<file path="src/fwd_ctrl_pkg.sv">
// Shared constants for the video forwarding control block
//------------------------------------------------------------
// Function
// - Port 0 disable bit 4, resets set
// - Port 1 disable bit 5, resets set
// - Replicate bit 7 copies CSI0 onto CSI1
// - Synchronized mode waits for all enabled ports
// - As-available bit 6 sends lines when ready
// - As-available ignored in line concatenation mode
// - As-available affects long packets only
// - Policy field bits 3:2 selects sync mode
// - Bit 0 enables round robin, resets set
// - Round robin never aligns ports
// - Failure flag needs prior good frame, read-clears
//------------------------------------------------------------
package fwd_ctrl_pkg;
   // Register addresses
   localparam logic [7:0] ADDR_PORT_CTRL = 8'h20;
   localparam logic [7:0] ADDR_POLICY_CTRL = 8'h21;
   localparam logic [7:0] ADDR_FWD_STATUS = 8'h22;
   localparam logic [7:0] ADDR_IRQ_STATUS = 8'h30;
   localparam logic [7:0] ADDR_IRQ_MASK = 8'h31;
   // Field positions
   localparam int PORT0_OFF_BIT = 4;
   localparam int PORT1_OFF_BIT = 5;
   localparam int ROT_EN_BIT = 0;
   localparam int POLICY_LO_BIT = 2;
   localparam int SEND_READY_BIT = 6;
   localparam int REPLICATE_BIT = 7;
   localparam int SYNCED_BIT = 0;
   localparam int LOST_BIT = 2;
   // Writable bits and reset values
   localparam logic [7:0] PORT_CTRL_MASK = 8'h30;
   localparam logic [7:0] POLICY_CTRL_MASK = 8'hCD;
   localparam logic [7:0] PORT_CTRL_RESET = 8'h30;
   localparam logic [7:0] POLICY_CTRL_RESET = 8'h01;
   localparam logic [1:0] IRQ_RESET = 2'h0;
   // Interrupt event bits
   localparam int IRQ_LOST_BIT = 0;
   localparam int IRQ_FRAME_BIT = 1;
   // Synchronized policy encodings
   localparam logic [1:0] POLICY_OFF = 2'h0;
   localparam logic [1:0] POLICY_BASIC = 2'h1;
   localparam logic [1:0] POLICY_INTERLEAVE = 2'h2;
   localparam logic [1:0] POLICY_CONCAT = 2'h3;
   // Alignment wait limit before a loss is declared
   localparam int CLK_PERIOD_PS = 5000;
   localparam int ALIGN_WAIT_NS = 10000;
   localparam int ALIGN_WAIT_CYC = (ALIGN_WAIT_NS * 1000) / CLK_PERIOD_PS;
   // Engine states, Gray along idle -> send -> turn
   typedef enum logic [1:0] {
      ST_IDLE = 2'b00,
      ST_SEND = 2'b01,
      ST_TURN = 2'b11
   } fwd_state_t;
endpackage

</file>
<file path="src/video_forwarding_control.sv">
// Forwarding engine merging two receive ports onto a CSI output
`timescale 1ns/1ps
`default_nettype none
module video_forwarding_control
   import fwd_ctrl_pkg::*;
#(
   parameter int DW = 32,
   parameter int WAIT_LIMIT = ALIGN_WAIT_CYC
) (
   input wire logic i_clk,
   input wire logic i_rst_n,
   // Register port
   input wire logic [7:0] i_addr,
   input wire logic [7:0] i_wr_data,
   input wire logic i_wr,
   input wire logic i_rd,
   output logic [7:0] o_rd_data,
   output logic o_irq,
   // Receive port line buffers
   input wire logic [1:0] i_rx_valid,
   input wire logic [DW-1:0] i_rx0_data,
   input wire logic [DW-1:0] i_rx1_data,
   input wire logic [1:0] i_rx_last,
   input wire logic [1:0] i_rx_long,
   input wire logic [1:0] i_rx_frame_end,
   output logic [1:0] o_rx_ready,
   // CSI output port 0
   output logic o_csi0_valid,
   output logic [DW-1:0] o_csi0_data,
   output logic o_csi0_last,
   output logic o_csi0_src,
   input wire logic i_csi0_ready,
   // CSI output port 1, used in replicate mode
   output logic o_csi1_valid,
   output logic [DW-1:0] o_csi1_data,
   output logic o_csi1_last,
   input wire logic i_csi1_ready
);
   logic [7:0] port_ctrl;
   logic [7:0] policy_ctrl;
   logic [1:0] irq_status;
   logic [1:0] irq_mask;
   logic lost_flag;
   logic synced;
   logic frame_ok;
   fwd_state_t state;
   fwd_state_t next_state;
   logic src;
   logic [1:0] pending;
   logic group_fe;
   logic group_sync;
   logic [DW-1:0] rx_data [2];
   logic [1:0] take_v;

   //------------------------------------------------------------
   // Control decode
   //------------------------------------------------------------
   // Port enables, policy and derived conditions
   wire [1:0] en = ~{port_ctrl[PORT1_OFF_BIT], port_ctrl[PORT0_OFF_BIT]};
   wire [1:0] policy = policy_ctrl[POLICY_LO_BIT +: 2];
   wire sync_on = (policy != POLICY_OFF);
   wire rot_on = policy_ctrl[ROT_EN_BIT] && !sync_on;
   wire concat = (policy == POLICY_CONCAT);
   wire ready_eff = policy_ctrl[SEND_READY_BIT] && !concat;
   wire rep_on = policy_ctrl[REPLICATE_BIT];
   wire [1:0] have = i_rx_valid & en;
   wire all_have = (en != 2'h0) && (have == en);
   wire [1:0] long_have = have & i_rx_long;

   // Per-port data gather and take strobes
   genvar gp;
   generate
      for (gp = 0; gp < 2; gp++) begin : g_port
         assign take_v[gp] = o_rx_ready[gp] & i_rx_valid[gp];
      end
   endgenerate
   assign rx_data[0] = i_rx0_data;
   assign rx_data[1] = i_rx1_data;

   //------------------------------------------------------------
   // Source choice
   //------------------------------------------------------------
   // Rotating arbiter requests depend on the active policy
   logic [1:0] grant;
   wire [1:0] rot_req = sync_on ? long_have : have;
   wire start_sync = sync_on && all_have;
   wire start_ready = sync_on && ready_eff && (long_have != 2'h0) && !all_have;
   wire start_free = !sync_on && (have != 2'h0);
   wire start_any = (state == ST_IDLE) && (start_sync || start_ready || start_free);
   wire [1:0] turn_left = pending & en;

   rot_pick u_pick (
      .i_clk(i_clk),
      .i_rst_n(i_rst_n),
      .i_req(rot_on ? rot_req : (rot_req & (rot_req[0] ? 2'h1 : 2'h2))),
      .i_advance(start_any && !start_sync),
      .o_grant(grant)
   );

   //------------------------------------------------------------
   // Transfer path
   //------------------------------------------------------------
   // Output accepts when both active CSI ports can take data
   wire tx_ready = i_csi0_ready && (!rep_on || i_csi1_ready);
   wire take = |take_v;
   wire take_last = |(take_v & i_rx_last);
   wire next_tx_valid = take || (o_csi0_valid && !tx_ready);
   // Concatenated group: first line's end is hidden so lines join
   wire hide_last = group_sync && concat && (turn_left & ~(2'h1 << src)) != 2'h0;
   wire next_last = i_rx_last[src] && !hide_last;

   // Engine state transitions
   always_comb begin
      next_state = state;
      case (state)
         ST_IDLE: begin
            if (start_any) begin
               next_state = ST_SEND;
            end
         end
         ST_SEND: begin
            if (take && take_last) begin
               next_state = ST_TURN;
            end
         end
         ST_TURN: begin
            next_state = (turn_left != 2'h0) ? ST_SEND : ST_IDLE;
         end
         default: begin
            next_state = ST_IDLE;
         end
      endcase
   end

   // State, source and group bookkeeping
   always_ff @(posedge i_clk) begin
      if (!i_rst_n) begin
         state <= ST_IDLE;
         src <= 1'b0;
         pending <= 2'h0;
         group_fe <= 1'b0;
         group_sync <= 1'b0;
      end else begin
         state <= next_state;
         if (start_any && start_sync) begin
            src <= !en[0];
            pending <= en;
            group_fe <= &(i_rx_frame_end | ~en);
            group_sync <= 1'b1;
         end else if (start_any) begin
            src <= grant[1];
            pending <= grant;
            group_fe <= 1'b0;
            group_sync <= 1'b0;
         end else if (state == ST_SEND && take && take_last) begin
            pending <= pending & ~(2'h1 << src);
         end else if (state == ST_TURN && turn_left != 2'h0) begin
            src <= !turn_left[0];
         end
      end
   end

   // Registered ready toward the selected receive port
   always_ff @(posedge i_clk) begin
      if (!i_rst_n) begin
         o_rx_ready <= 2'h0;
      end else if (next_state == ST_SEND && !next_tx_valid && !(take && take_last)) begin
         o_rx_ready <= (state == ST_IDLE) ? (start_sync ? (en[0] ? 2'h1 : 2'h2) : grant)
            : ((state == ST_TURN) ? (turn_left[0] ? 2'h1 : 2'h2) : (2'h1 << src));
      end else begin
         o_rx_ready <= 2'h0;
      end
   end

   // Output word register, mirrored onto CSI port 1 in replicate mode
   always_ff @(posedge i_clk) begin
      if (!i_rst_n) begin
         o_csi0_valid <= 1'b0;
         o_csi0_data <= '0;
         o_csi0_last <= 1'b0;
         o_csi0_src <= 1'b0;
         o_csi1_valid <= 1'b0;
         o_csi1_data <= '0;
         o_csi1_last <= 1'b0;
      end else begin
         o_csi0_valid <= next_tx_valid;
         o_csi1_valid <= next_tx_valid && rep_on;
         if (take) begin
            o_csi0_data <= rx_data[src];
            o_csi0_last <= next_last;
            o_csi0_src <= src;
            o_csi1_data <= rep_on ? rx_data[src] : '0;
            o_csi1_last <= rep_on && next_last;
         end
      end
   end

   //------------------------------------------------------------
   // Synchronization status
   //------------------------------------------------------------
   // Waiting for alignment too long after a good frame is a loss
   logic wait_hit;
   wire group_done = (state == ST_SEND) && take && take_last && (pending == (2'h1 << src));
   wire frame_done = group_done && group_sync && group_fe;
   wire lost_event = wait_hit && frame_ok;
   wire rd_status = i_rd && (i_addr == ADDR_FWD_STATUS);

   wait_timer #(
      .LIMIT(WAIT_LIMIT)
   ) u_wait (
      .i_clk(i_clk),
      .i_rst_n(i_rst_n),
      .i_run(sync_on && state == ST_IDLE && have != 2'h0 && !all_have),
      .o_hit(wait_hit)
   );

   // Synced, good-frame and loss flags; a new loss beats the read clear
   always_ff @(posedge i_clk) begin
      if (!i_rst_n) begin
         synced <= 1'b0;
         frame_ok <= 1'b0;
         lost_flag <= 1'b0;
      end else begin
         if (!sync_on || lost_event) begin
            synced <= 1'b0;
            frame_ok <= 1'b0;
         end else if (frame_done) begin
            synced <= 1'b1;
            frame_ok <= 1'b1;
         end
         if (lost_event) begin
            lost_flag <= 1'b1;
         end else if (rd_status) begin
            lost_flag <= 1'b0;
         end
      end
   end

   //------------------------------------------------------------
   // Register port
   //------------------------------------------------------------
   // Write decode
   wire wr_port = i_wr && (i_addr == ADDR_PORT_CTRL);
   wire wr_policy = i_wr && (i_addr == ADDR_POLICY_CTRL);
   wire wr_irq_clr = i_wr && (i_addr == ADDR_IRQ_STATUS);
   wire wr_irq_mask = i_wr && (i_addr == ADDR_IRQ_MASK);
   wire [1:0] irq_event = {frame_done, lost_event};
   wire [1:0] next_irq_status = irq_event | (irq_status & ~(wr_irq_clr ? i_wr_data[1:0] : 2'h0));

   // Control registers keep only their defined bits
   always_ff @(posedge i_clk) begin
      if (!i_rst_n) begin
         port_ctrl <= PORT_CTRL_RESET;
         policy_ctrl <= POLICY_CTRL_RESET;
         irq_mask <= IRQ_RESET;
      end else begin
         if (wr_port) begin
            port_ctrl <= i_wr_data & PORT_CTRL_MASK;
         end
         if (wr_policy) begin
            policy_ctrl <= i_wr_data & POLICY_CTRL_MASK;
         end
         if (wr_irq_mask) begin
            irq_mask <= i_wr_data[1:0];
         end
      end
   end

   // Sticky interrupt status and the level interrupt line
   always_ff @(posedge i_clk) begin
      if (!i_rst_n) begin
         irq_status <= IRQ_RESET;
         o_irq <= 1'b0;
      end else begin
         irq_status <= next_irq_status;
         o_irq <= |(next_irq_status & irq_mask);
      end
   end

   // Read mux, answered one cycle after the strobe
   logic [7:0] rd_mux;
   always_comb begin
      case (i_addr)
         ADDR_PORT_CTRL: rd_mux = port_ctrl;
         ADDR_POLICY_CTRL: rd_mux = policy_ctrl;
         ADDR_FWD_STATUS: rd_mux = {5'h00, lost_flag, 1'b0, synced};
         ADDR_IRQ_STATUS: rd_mux = {6'h00, irq_status};
         ADDR_IRQ_MASK: rd_mux = {6'h00, irq_mask};
         default: rd_mux = 8'h00;
      endcase
   end

   always_ff @(posedge i_clk) begin
      if (!i_rst_n) begin
         o_rd_data <= 8'h00;
      end else begin
         o_rd_data <= i_rd ? rd_mux : 8'h00;
      end
   end

   //------------------------------------------------------------
   // Checks
   //------------------------------------------------------------
   chk_port0_off: assert property (@(posedge i_clk) disable iff (!i_rst_n)
      (state == ST_IDLE && port_ctrl[PORT0_OFF_BIT]) |=> !(state == ST_SEND && !src))
      else $error("disabled port 0 was started");
   chk_port1_off: assert property (@(posedge i_clk) disable iff (!i_rst_n)
      (state == ST_IDLE && port_ctrl[PORT1_OFF_BIT]) |=> !(state == ST_SEND && src))
      else $error("disabled port 1 was started");
   chk_replicate_copy: assert property (@(posedge i_clk) disable iff (!i_rst_n)
      o_csi1_valid |-> (o_csi0_valid && o_csi1_data == o_csi0_data && o_csi1_last == o_csi0_last))
      else $error("replicated output differs from port 0");
   chk_sync_holds: assert property (@(posedge i_clk) disable iff (!i_rst_n)
      (state == ST_IDLE && sync_on && !ready_eff && !all_have) |=> state == ST_IDLE)
      else $error("synchronized line sent before all ports ready");
   chk_ready_sends: assert property (@(posedge i_clk) disable iff (!i_rst_n)
      (state == ST_IDLE && sync_on && ready_eff && long_have != 2'h0) |=> state == ST_SEND)
      else $error("as-available line was held");
   chk_concat_ignores: assert property (@(posedge i_clk) disable iff (!i_rst_n)
      (state == ST_IDLE && concat && !all_have) |=> state == ST_IDLE)
      else $error("as-available active in concatenation");
   chk_short_waits: assert property (@(posedge i_clk) disable iff (!i_rst_n)
      (state == ST_IDLE && sync_on && long_have == 2'h0 && !all_have) |=> state == ST_IDLE)
      else $error("short packet sent unsynchronized");
   chk_rotate_free: assert property (@(posedge i_clk) disable iff (!i_rst_n)
      (state == ST_IDLE && rot_on && have != 2'h0) |=> (state == ST_SEND) [*1] ##1 1'b1)
      else $error("round robin waited for alignment");
   chk_lost_needs_frame: assert property (@(posedge i_clk) disable iff (!i_rst_n)
      $rose(lost_flag) |-> $past(frame_ok))
      else $error("loss flagged with no prior synced frame");
   chk_reserved_zero: assert property (@(posedge i_clk) disable iff (!i_rst_n)
      (i_rd && i_addr == ADDR_PORT_CTRL) |=> (o_rd_data[3:0] == 4'h0 && o_rd_data[7:6] == 2'h0))
      else $error("reserved control bits read nonzero");
endmodule // video_forwarding_control
`default_nettype wire

</file>
<file path="src/rot_pick.sv">
// Two-way rotating arbiter for forwarding sources
`timescale 1ns/1ps
`default_nettype none
module rot_pick (
   input wire logic i_clk,
   input wire logic i_rst_n,
   input wire logic [1:0] i_req,
   input wire logic i_advance,
   output logic [1:0] o_grant
);
   logic last;
   //------------------------------------------------------------
   // Grant selection
   //------------------------------------------------------------
   // Favour the port not served last when both ask
   assign o_grant = (i_req == 2'h3) ? (last ? 2'h1 : 2'h2) : i_req;
   //------------------------------------------------------------
   // Turn memory
   //------------------------------------------------------------
   // Remember which port won most recently
   always_ff @(posedge i_clk) begin
      if (!i_rst_n) begin
         last <= 1'b1;
      end else if (i_advance && (o_grant != 2'h0)) begin
         last <= o_grant[1];
      end
   end
endmodule // rot_pick
`default_nettype wire

</file>
<file path="src/wait_timer.sv">
// Cycle counter that flags a wait running past its limit
`timescale 1ns/1ps
`default_nettype none
module wait_timer #(
   parameter int LIMIT = 2000
) (
   input wire logic i_clk,
   input wire logic i_rst_n,
   input wire logic i_run,
   output logic o_hit
);
   logic [15:0] count;
   //------------------------------------------------------------
   // Counter
   //------------------------------------------------------------
   // Counts while waiting, one pulse when the limit is reached
   always_ff @(posedge i_clk) begin
      if (!i_rst_n || !i_run) begin
         count <= 16'h0000;
         o_hit <= 1'b0;
      end else begin
         o_hit <= (count == 16'(LIMIT - 1));
         if (count != 16'(LIMIT)) begin
            count <= count + 16'h0001;
         end
      end
   end
endmodule // wait_timer
`default_nettype wire

</file>
<file path="config.mk">
export PLATFORM = sky130hd
export DESIGN_NAME = video_forwarding_control
export DESIGN_NICKNAME = d
export VERILOG_FILES = /design/src/fwd_ctrl_pkg.sv /design/src/video_forwarding_control.sv /design/src/rot_pick.sv /design/src/wait_timer.sv
export SDC_FILE = /design/constraint.sdc
export NUM_CORES = 1
export LEC_CHECK = 0
export ABC_AREA = 1
export BUFFER_PORTS_ARGS = -buffer_cell sky130_fd_sc_hd__buf_2
export CORE_MARGIN = 2
export CORE_UTILIZATION = 46
export CTS_CLUSTER_SIZE = 12
export DETAILED_ROUTE_END_ITERATION = 12
export PLACE_DENSITY_LB_ADDON = 0.1
export SLEW_MARGIN = 30
export SYNTH_ARGS = -nofsm -noshare
export SYNTH_HDL_FRONTEND = slang
export SYNTH_HIERARCHICAL = 1
export SYNTH_SLANG_ARGS = --single-unit
</file>
<file path="constraint.sdc">
create_clock -name i_clk -period 1.6 [get_ports i_clk]
set_clock_uncertainty 0.05 [all_clocks]
set_input_delay 0.16 -clock i_clk [delete_from_list [all_inputs] [get_ports i_clk]]
set_output_delay 0.16 -clock i_clk [all_outputs]
set_load 0.01 [all_outputs]
</file>
==> results list <==
- Global routing finished with a remaining overflow of 0.
- During synthesis, Yosys emitted a total of 6 warnings.
* Combinational group share of total power: 3.8%
- Share of cell area taken by muxes after synthesis: 0%
- Number of buffers on the longest clock path: 2
- Summed over its instances, the top area cell type makes up 43.78% of the synthesized netlist area.
- The number of antenna violations at the first check in global routing was 0.
- After detailed routing, the average wire length per cell comes to 12.83 um.
* Total number of vias: 5663
- The final critical path takes up 96.39% of the cycle.
- The largest single stage delay on the critical path is 0.33 ns.
* Nets: 1078
- Net Count, Synth: 889
- Counting flops and latches in the post-synthesis netlist gives 118.
* Sw power: 1.489 mW
- Yosys attributes the largest share of cell area to sky130_fd_sc_hd__dfxtp_1 44%, sky130_fd_sc_hd__nand2_1 20%, sky130_fd_sc_hd__a21oi_1 8.9%, sky130_fd_sc_hd__nand3_1 6.3%, sky130_fd_sc_hd__nor2_1 3.5%.
- Latest clock arrival within the worst-skew pair: 0.41 ns
* Worst Slack Setup Final: 0.05773 ns
* Peak supply drop: 0.0006968 V
* Number of clock sinks: 118
- Ratio of total power to cell area: 968.4 nW/um^2
- Y dimension of the die: 112.3 um
- Share of power burned in the clock network: 54.0%
* WL final: 14570 um
- The number of hold-slack violations in the final timing report was 0.
* Class of the most critical setup path: flip-flop to flip-flop
* Half-perimeter wire length after placement: 10310 um
- XOR/XNOR Fraction of Synth Area: 0.1623%
- Post-synthesis share of cell area spent on and, or, nand and nor gates: 35.69%
- Summing the areas of all compound-gate instances in the mapped netlist gives 12.57% of the synthesized area.
* Hold worst-path end: o_rd_data[0]$_SDFF_PN0_
- Worst reg2reg path endpoint: src$_SDFFE_PN0P_
- TritonCTS built the clock tree.
- Row cnt: 39
- In the global route stage, overall resource usage came out at 22.84%.
- H-tree levels: 4
- Internal Dissipation: 5.497 mW
- Largest net degree at the start of global routing: 63
- Sequential element share of the synthesized area: 43.78%
- In this run the standard cell core region covers 11420 um^2.
* Final cell area excluding filler cells: 7214 um^2
- Max-cap violations in this run came to 0.
- Clock slew seen by the registers of the worst setup and hold paths: 0.05 ns
* Number of cells on the worst reg-to-reg path: 11
- Leakage power: 3.254 nW
* Worst Max-Slew Pin Slew: 0.4069 ns
- Hold Startpoint: i_addr[1]
- Buffer and inverter count on the worst path: 2
- Synth Cell Area: 5395 um^2
* Total of endpoints with negative setup slack in the final report: 0
- In this run the tool buffered the top-level ports with 173 buffer cells.
- Share of total power in sequential cells: 42.1%
- In the synthesized netlist the async set-or-reset flop fraction comes to 0%.
- Number of CTS-inserted buffers: 17
- Crit-path cells: nor2_4 -> buf_4 -> nand2_1 -> a21oi_2 -> and2_4 -> inv_2 -> nand2_2 -> nand3_2 -> nand2_1 -> nand2_1 -> a21oi_2
* Post-DR vias/cell: 4.985
* Number of different library cells in the post-synthesis netlist: 37
- Timing analysis after detailed placement gives a worst setup slack of 0.008231 ns.
* Fill cell total of the finished layout: 1047
- The worst setup path is launched from a flip-flop.
- Synth Area in Adders: 0.9276%
- Of all nets on the critical path, the largest fanout is 4.
* X dimension of the die: 112.3 um
* Area leader, netlist: sky130_fd_sc_hd__dfxtp_1
- Hold-critical path depth: 3
- Leading cell types by count after synthesis: 291 x sky130_fd_sc_hd__nand2_1, 118 x sky130_fd_sc_hd__dfxtp_1, 96 x sky130_fd_sc_hd__a21oi_1, 68 x sky130_fd_sc_hd__nand3_1, 51 x sky130_fd_sc_hd__nor2_1
- The worst hold path belongs to the class input port to flip-flop.
* Library cell used as clock root buffer: sky130_fd_sc_hd__clkbuf_16
* Largest family of logic cells by synthesized area: simple AND/OR/NAND/NOR gates
- The flow ran to the end, and the final reports show no timing, DRC or antenna violations.
* Clock period minus final worst setup slack: 1.542 ns
* Fraction of layout cells with a size suffix above 1: 27.39%
* Total die area: 12610 um^2
- For the final routed database, the setup TNS stands at 0 ns.
* Peak Freq: 0.6484 GHz
- Final Hold Slack: 0.01424 ns
* Iteration-0 DRC count of the detailed router: 384
- The pre-antenna-repair detailed-routing pass consisted of 5 iterations.
- Of the total power, the share spent switching nets is 21.31%.
- Worst-path cell with the longest stage delay: sky130_fd_sc_hd__dfxtp_2
- Number of antenna repair diodes: 0
- In this design, the critical path's most frequently occurring cell is sky130_fd_sc_hd__nand2_1.
- The area growth from synthesis to layout is 33.72%.
* Type of destination of the critical path: flip-flop
* Area post-placement: 6474 um^2
- Routability-driven placement finished with a final weighted congestion of 0.8547.
- Broken down by cell family, the worst path's largest delay share belongs to simple AND/OR/NAND/NOR gates.
- Commonest register cell after synthesis: sky130_fd_sc_hd__dfxtp_1
- Worst slew slack as a fraction of its limit: 72.87%
- Yosys instantiated no cell more often than sky130_fd_sc_hd__nand2_1.
* Max-slew violation count: 0
- Once detail routing completed, the nets flagged for antenna violations numbered 0.
- In this run the register-to-register setup slack is 0.06 ns.
- Mean instance size in the synthesized netlist: 6.821 um^2
* Required time at the endpoint of the critical path: 1.90 ns
- In this run the count of I/O pins placed on the die edge is 174.
- Remaining design rule violation count: 0
* Vias in the first global route: 5078
- The cell count after synthesis came out at 791.
- Start of the worst register-to-register path: policy_ctrl[3]$_SDFFE_PN0P_
* Effective utilization at floorplan: 47.25%
* Post-synth EDFFs: 0
* Overall power of the completed layout: 6.986 mW
* Data arrival at the endpoint of the critical path: 1.84 ns
* Global-route wire length before repair: 23560 um
## registers in the layout, summed over array words and instances (netlist names), 5 cells and up
name / cells
o_csi1_data: 32
o_rd_data: 8
o_csi0_data: 32
u_wait/count: 16
policy_ctrl: 5
## per-layer routing
| metal | GRT usage [%] | wire length (um) |
|---|---|---|
| met1 | 30.34 | 7018 |
| met2 | 36.67 | 6623 |
| met3 | 6.102 | 741 |
| met4 | 6.829 | 190 |
| met5 | 0 | 0 |
## cell type report
| type | count | area (um^2) | area share, % |
|---|---|---|---|
| inverters | 53 | 201.4 | 2.792 |
| multi-input cells | 584 | 2691 | 37.30 |
| repair buffers | 206 | 1187 | 16.46 |
| clock buffers | 18 | 429.2 | 5.949 |
| flip-flops and latches | 118 | 2366 | 32.80 |
| well taps | 143 | 178.9 | 2.480 |
| clock inverters | 14 | 160.2 | 2.220 |
## power groups by stage
stage               Combinational [mW]  Sequential [mW]  Clock [mW]
global route                     0.298             2.94        3.97
finish                           0.269             2.94        3.78
floorplan                       0.0935             3.00           0
global placement                 0.253             3.00           0
detailed placement               0.252             3.00           0
CTS                              0.268             2.94        3.82
## through the flow
| step | util [%] | instances |
|---|---|---|
| 2_1_floorplan | - | 791 |
| 3_3_place_gp | 56.70 | 1091 |
| 3_5_place_dp | 56.70 | 1091 |
| 4_1_cts | 62.62 | 1131 |
| 5_1_grt | 63.18 | 1136 |
| 6_report | 63.18 | 1136 |
## placed cells by master, fill, tap and decap left out, drive strengths merged
cell type,instances
nand2,297
buf,198
dfxtp,118
a21oi,97
nand3,73
nor2,58
inv,53
o21ai,23
clkbuf,18
nor3,9
dlygate4sd3,8
nand4,7
clkinvlp,6
clkinv,5
ha,4
o21bai,3
o211ai,3
bufinv,3
or2,1
and3,1
nor4,1
nand3b,1
o221ai,1
a211oi,1
and2,1
a21boi,1
xor2,1
nor3b,1
## worst reg2reg max path, delay by kind of cell (launching register included)
family	cells	cell delay [ns]
and+or+nand+nor	7	0.63
buffers and inverters	2	0.16
DFF	1	0.33
AOI/OAI and AO/OA	2	0.30
## kinds of logic (layout without fill, tap and decap cells)
family,after synthesis,in the layout
buf+inv,89,291
simple gates,450,450
xor+xnor,1,1
compound gates,129,129
flops,118,118
fa+ha+maj,4,4
## worst max-delay path by stage
| stage | startpoint | to | slack (ns) | depth (start not counted) |
|---|---|---|---|---|
| floorplan | policy_ctrl[2]$_SDFFE_PN0P_ | pending[1]$_SDFFE_PN0P_ | 0.02 | 11 |
| global placement | policy_ctrl[2]$_SDFFE_PN0P_ | pending[1]$_SDFFE_PN0P_ | 0.04 | 12 |
| detailed placement | port_ctrl[4]$_SDFFE_PN1P_ | pending[1]$_SDFFE_PN0P_ | 0.008 | 11 |
| CTS | policy_ctrl[2]$_SDFFE_PN0P_ | pending[1]$_SDFFE_PN0P_ | 0.01 | 12 |
| global route | policy_ctrl[3]$_SDFFE_PN0P_ | src$_SDFFE_PN0P_ | -0.03 | 11 |
| finish | policy_ctrl[3]$_SDFFE_PN0P_ | src$_SDFFE_PN0P_ | 0.06 | 11 |
## what timing repair did
item	in CTS	in global routing
gates resized for setup	2	12
endpoints found under the setup margin	2	14
buffers inserted	0	5
hold buffers	8	0
pin swaps	0	5
endpoints found under the hold margin	8	0
No activity file was read; power rests on OpenSTA's default activity.
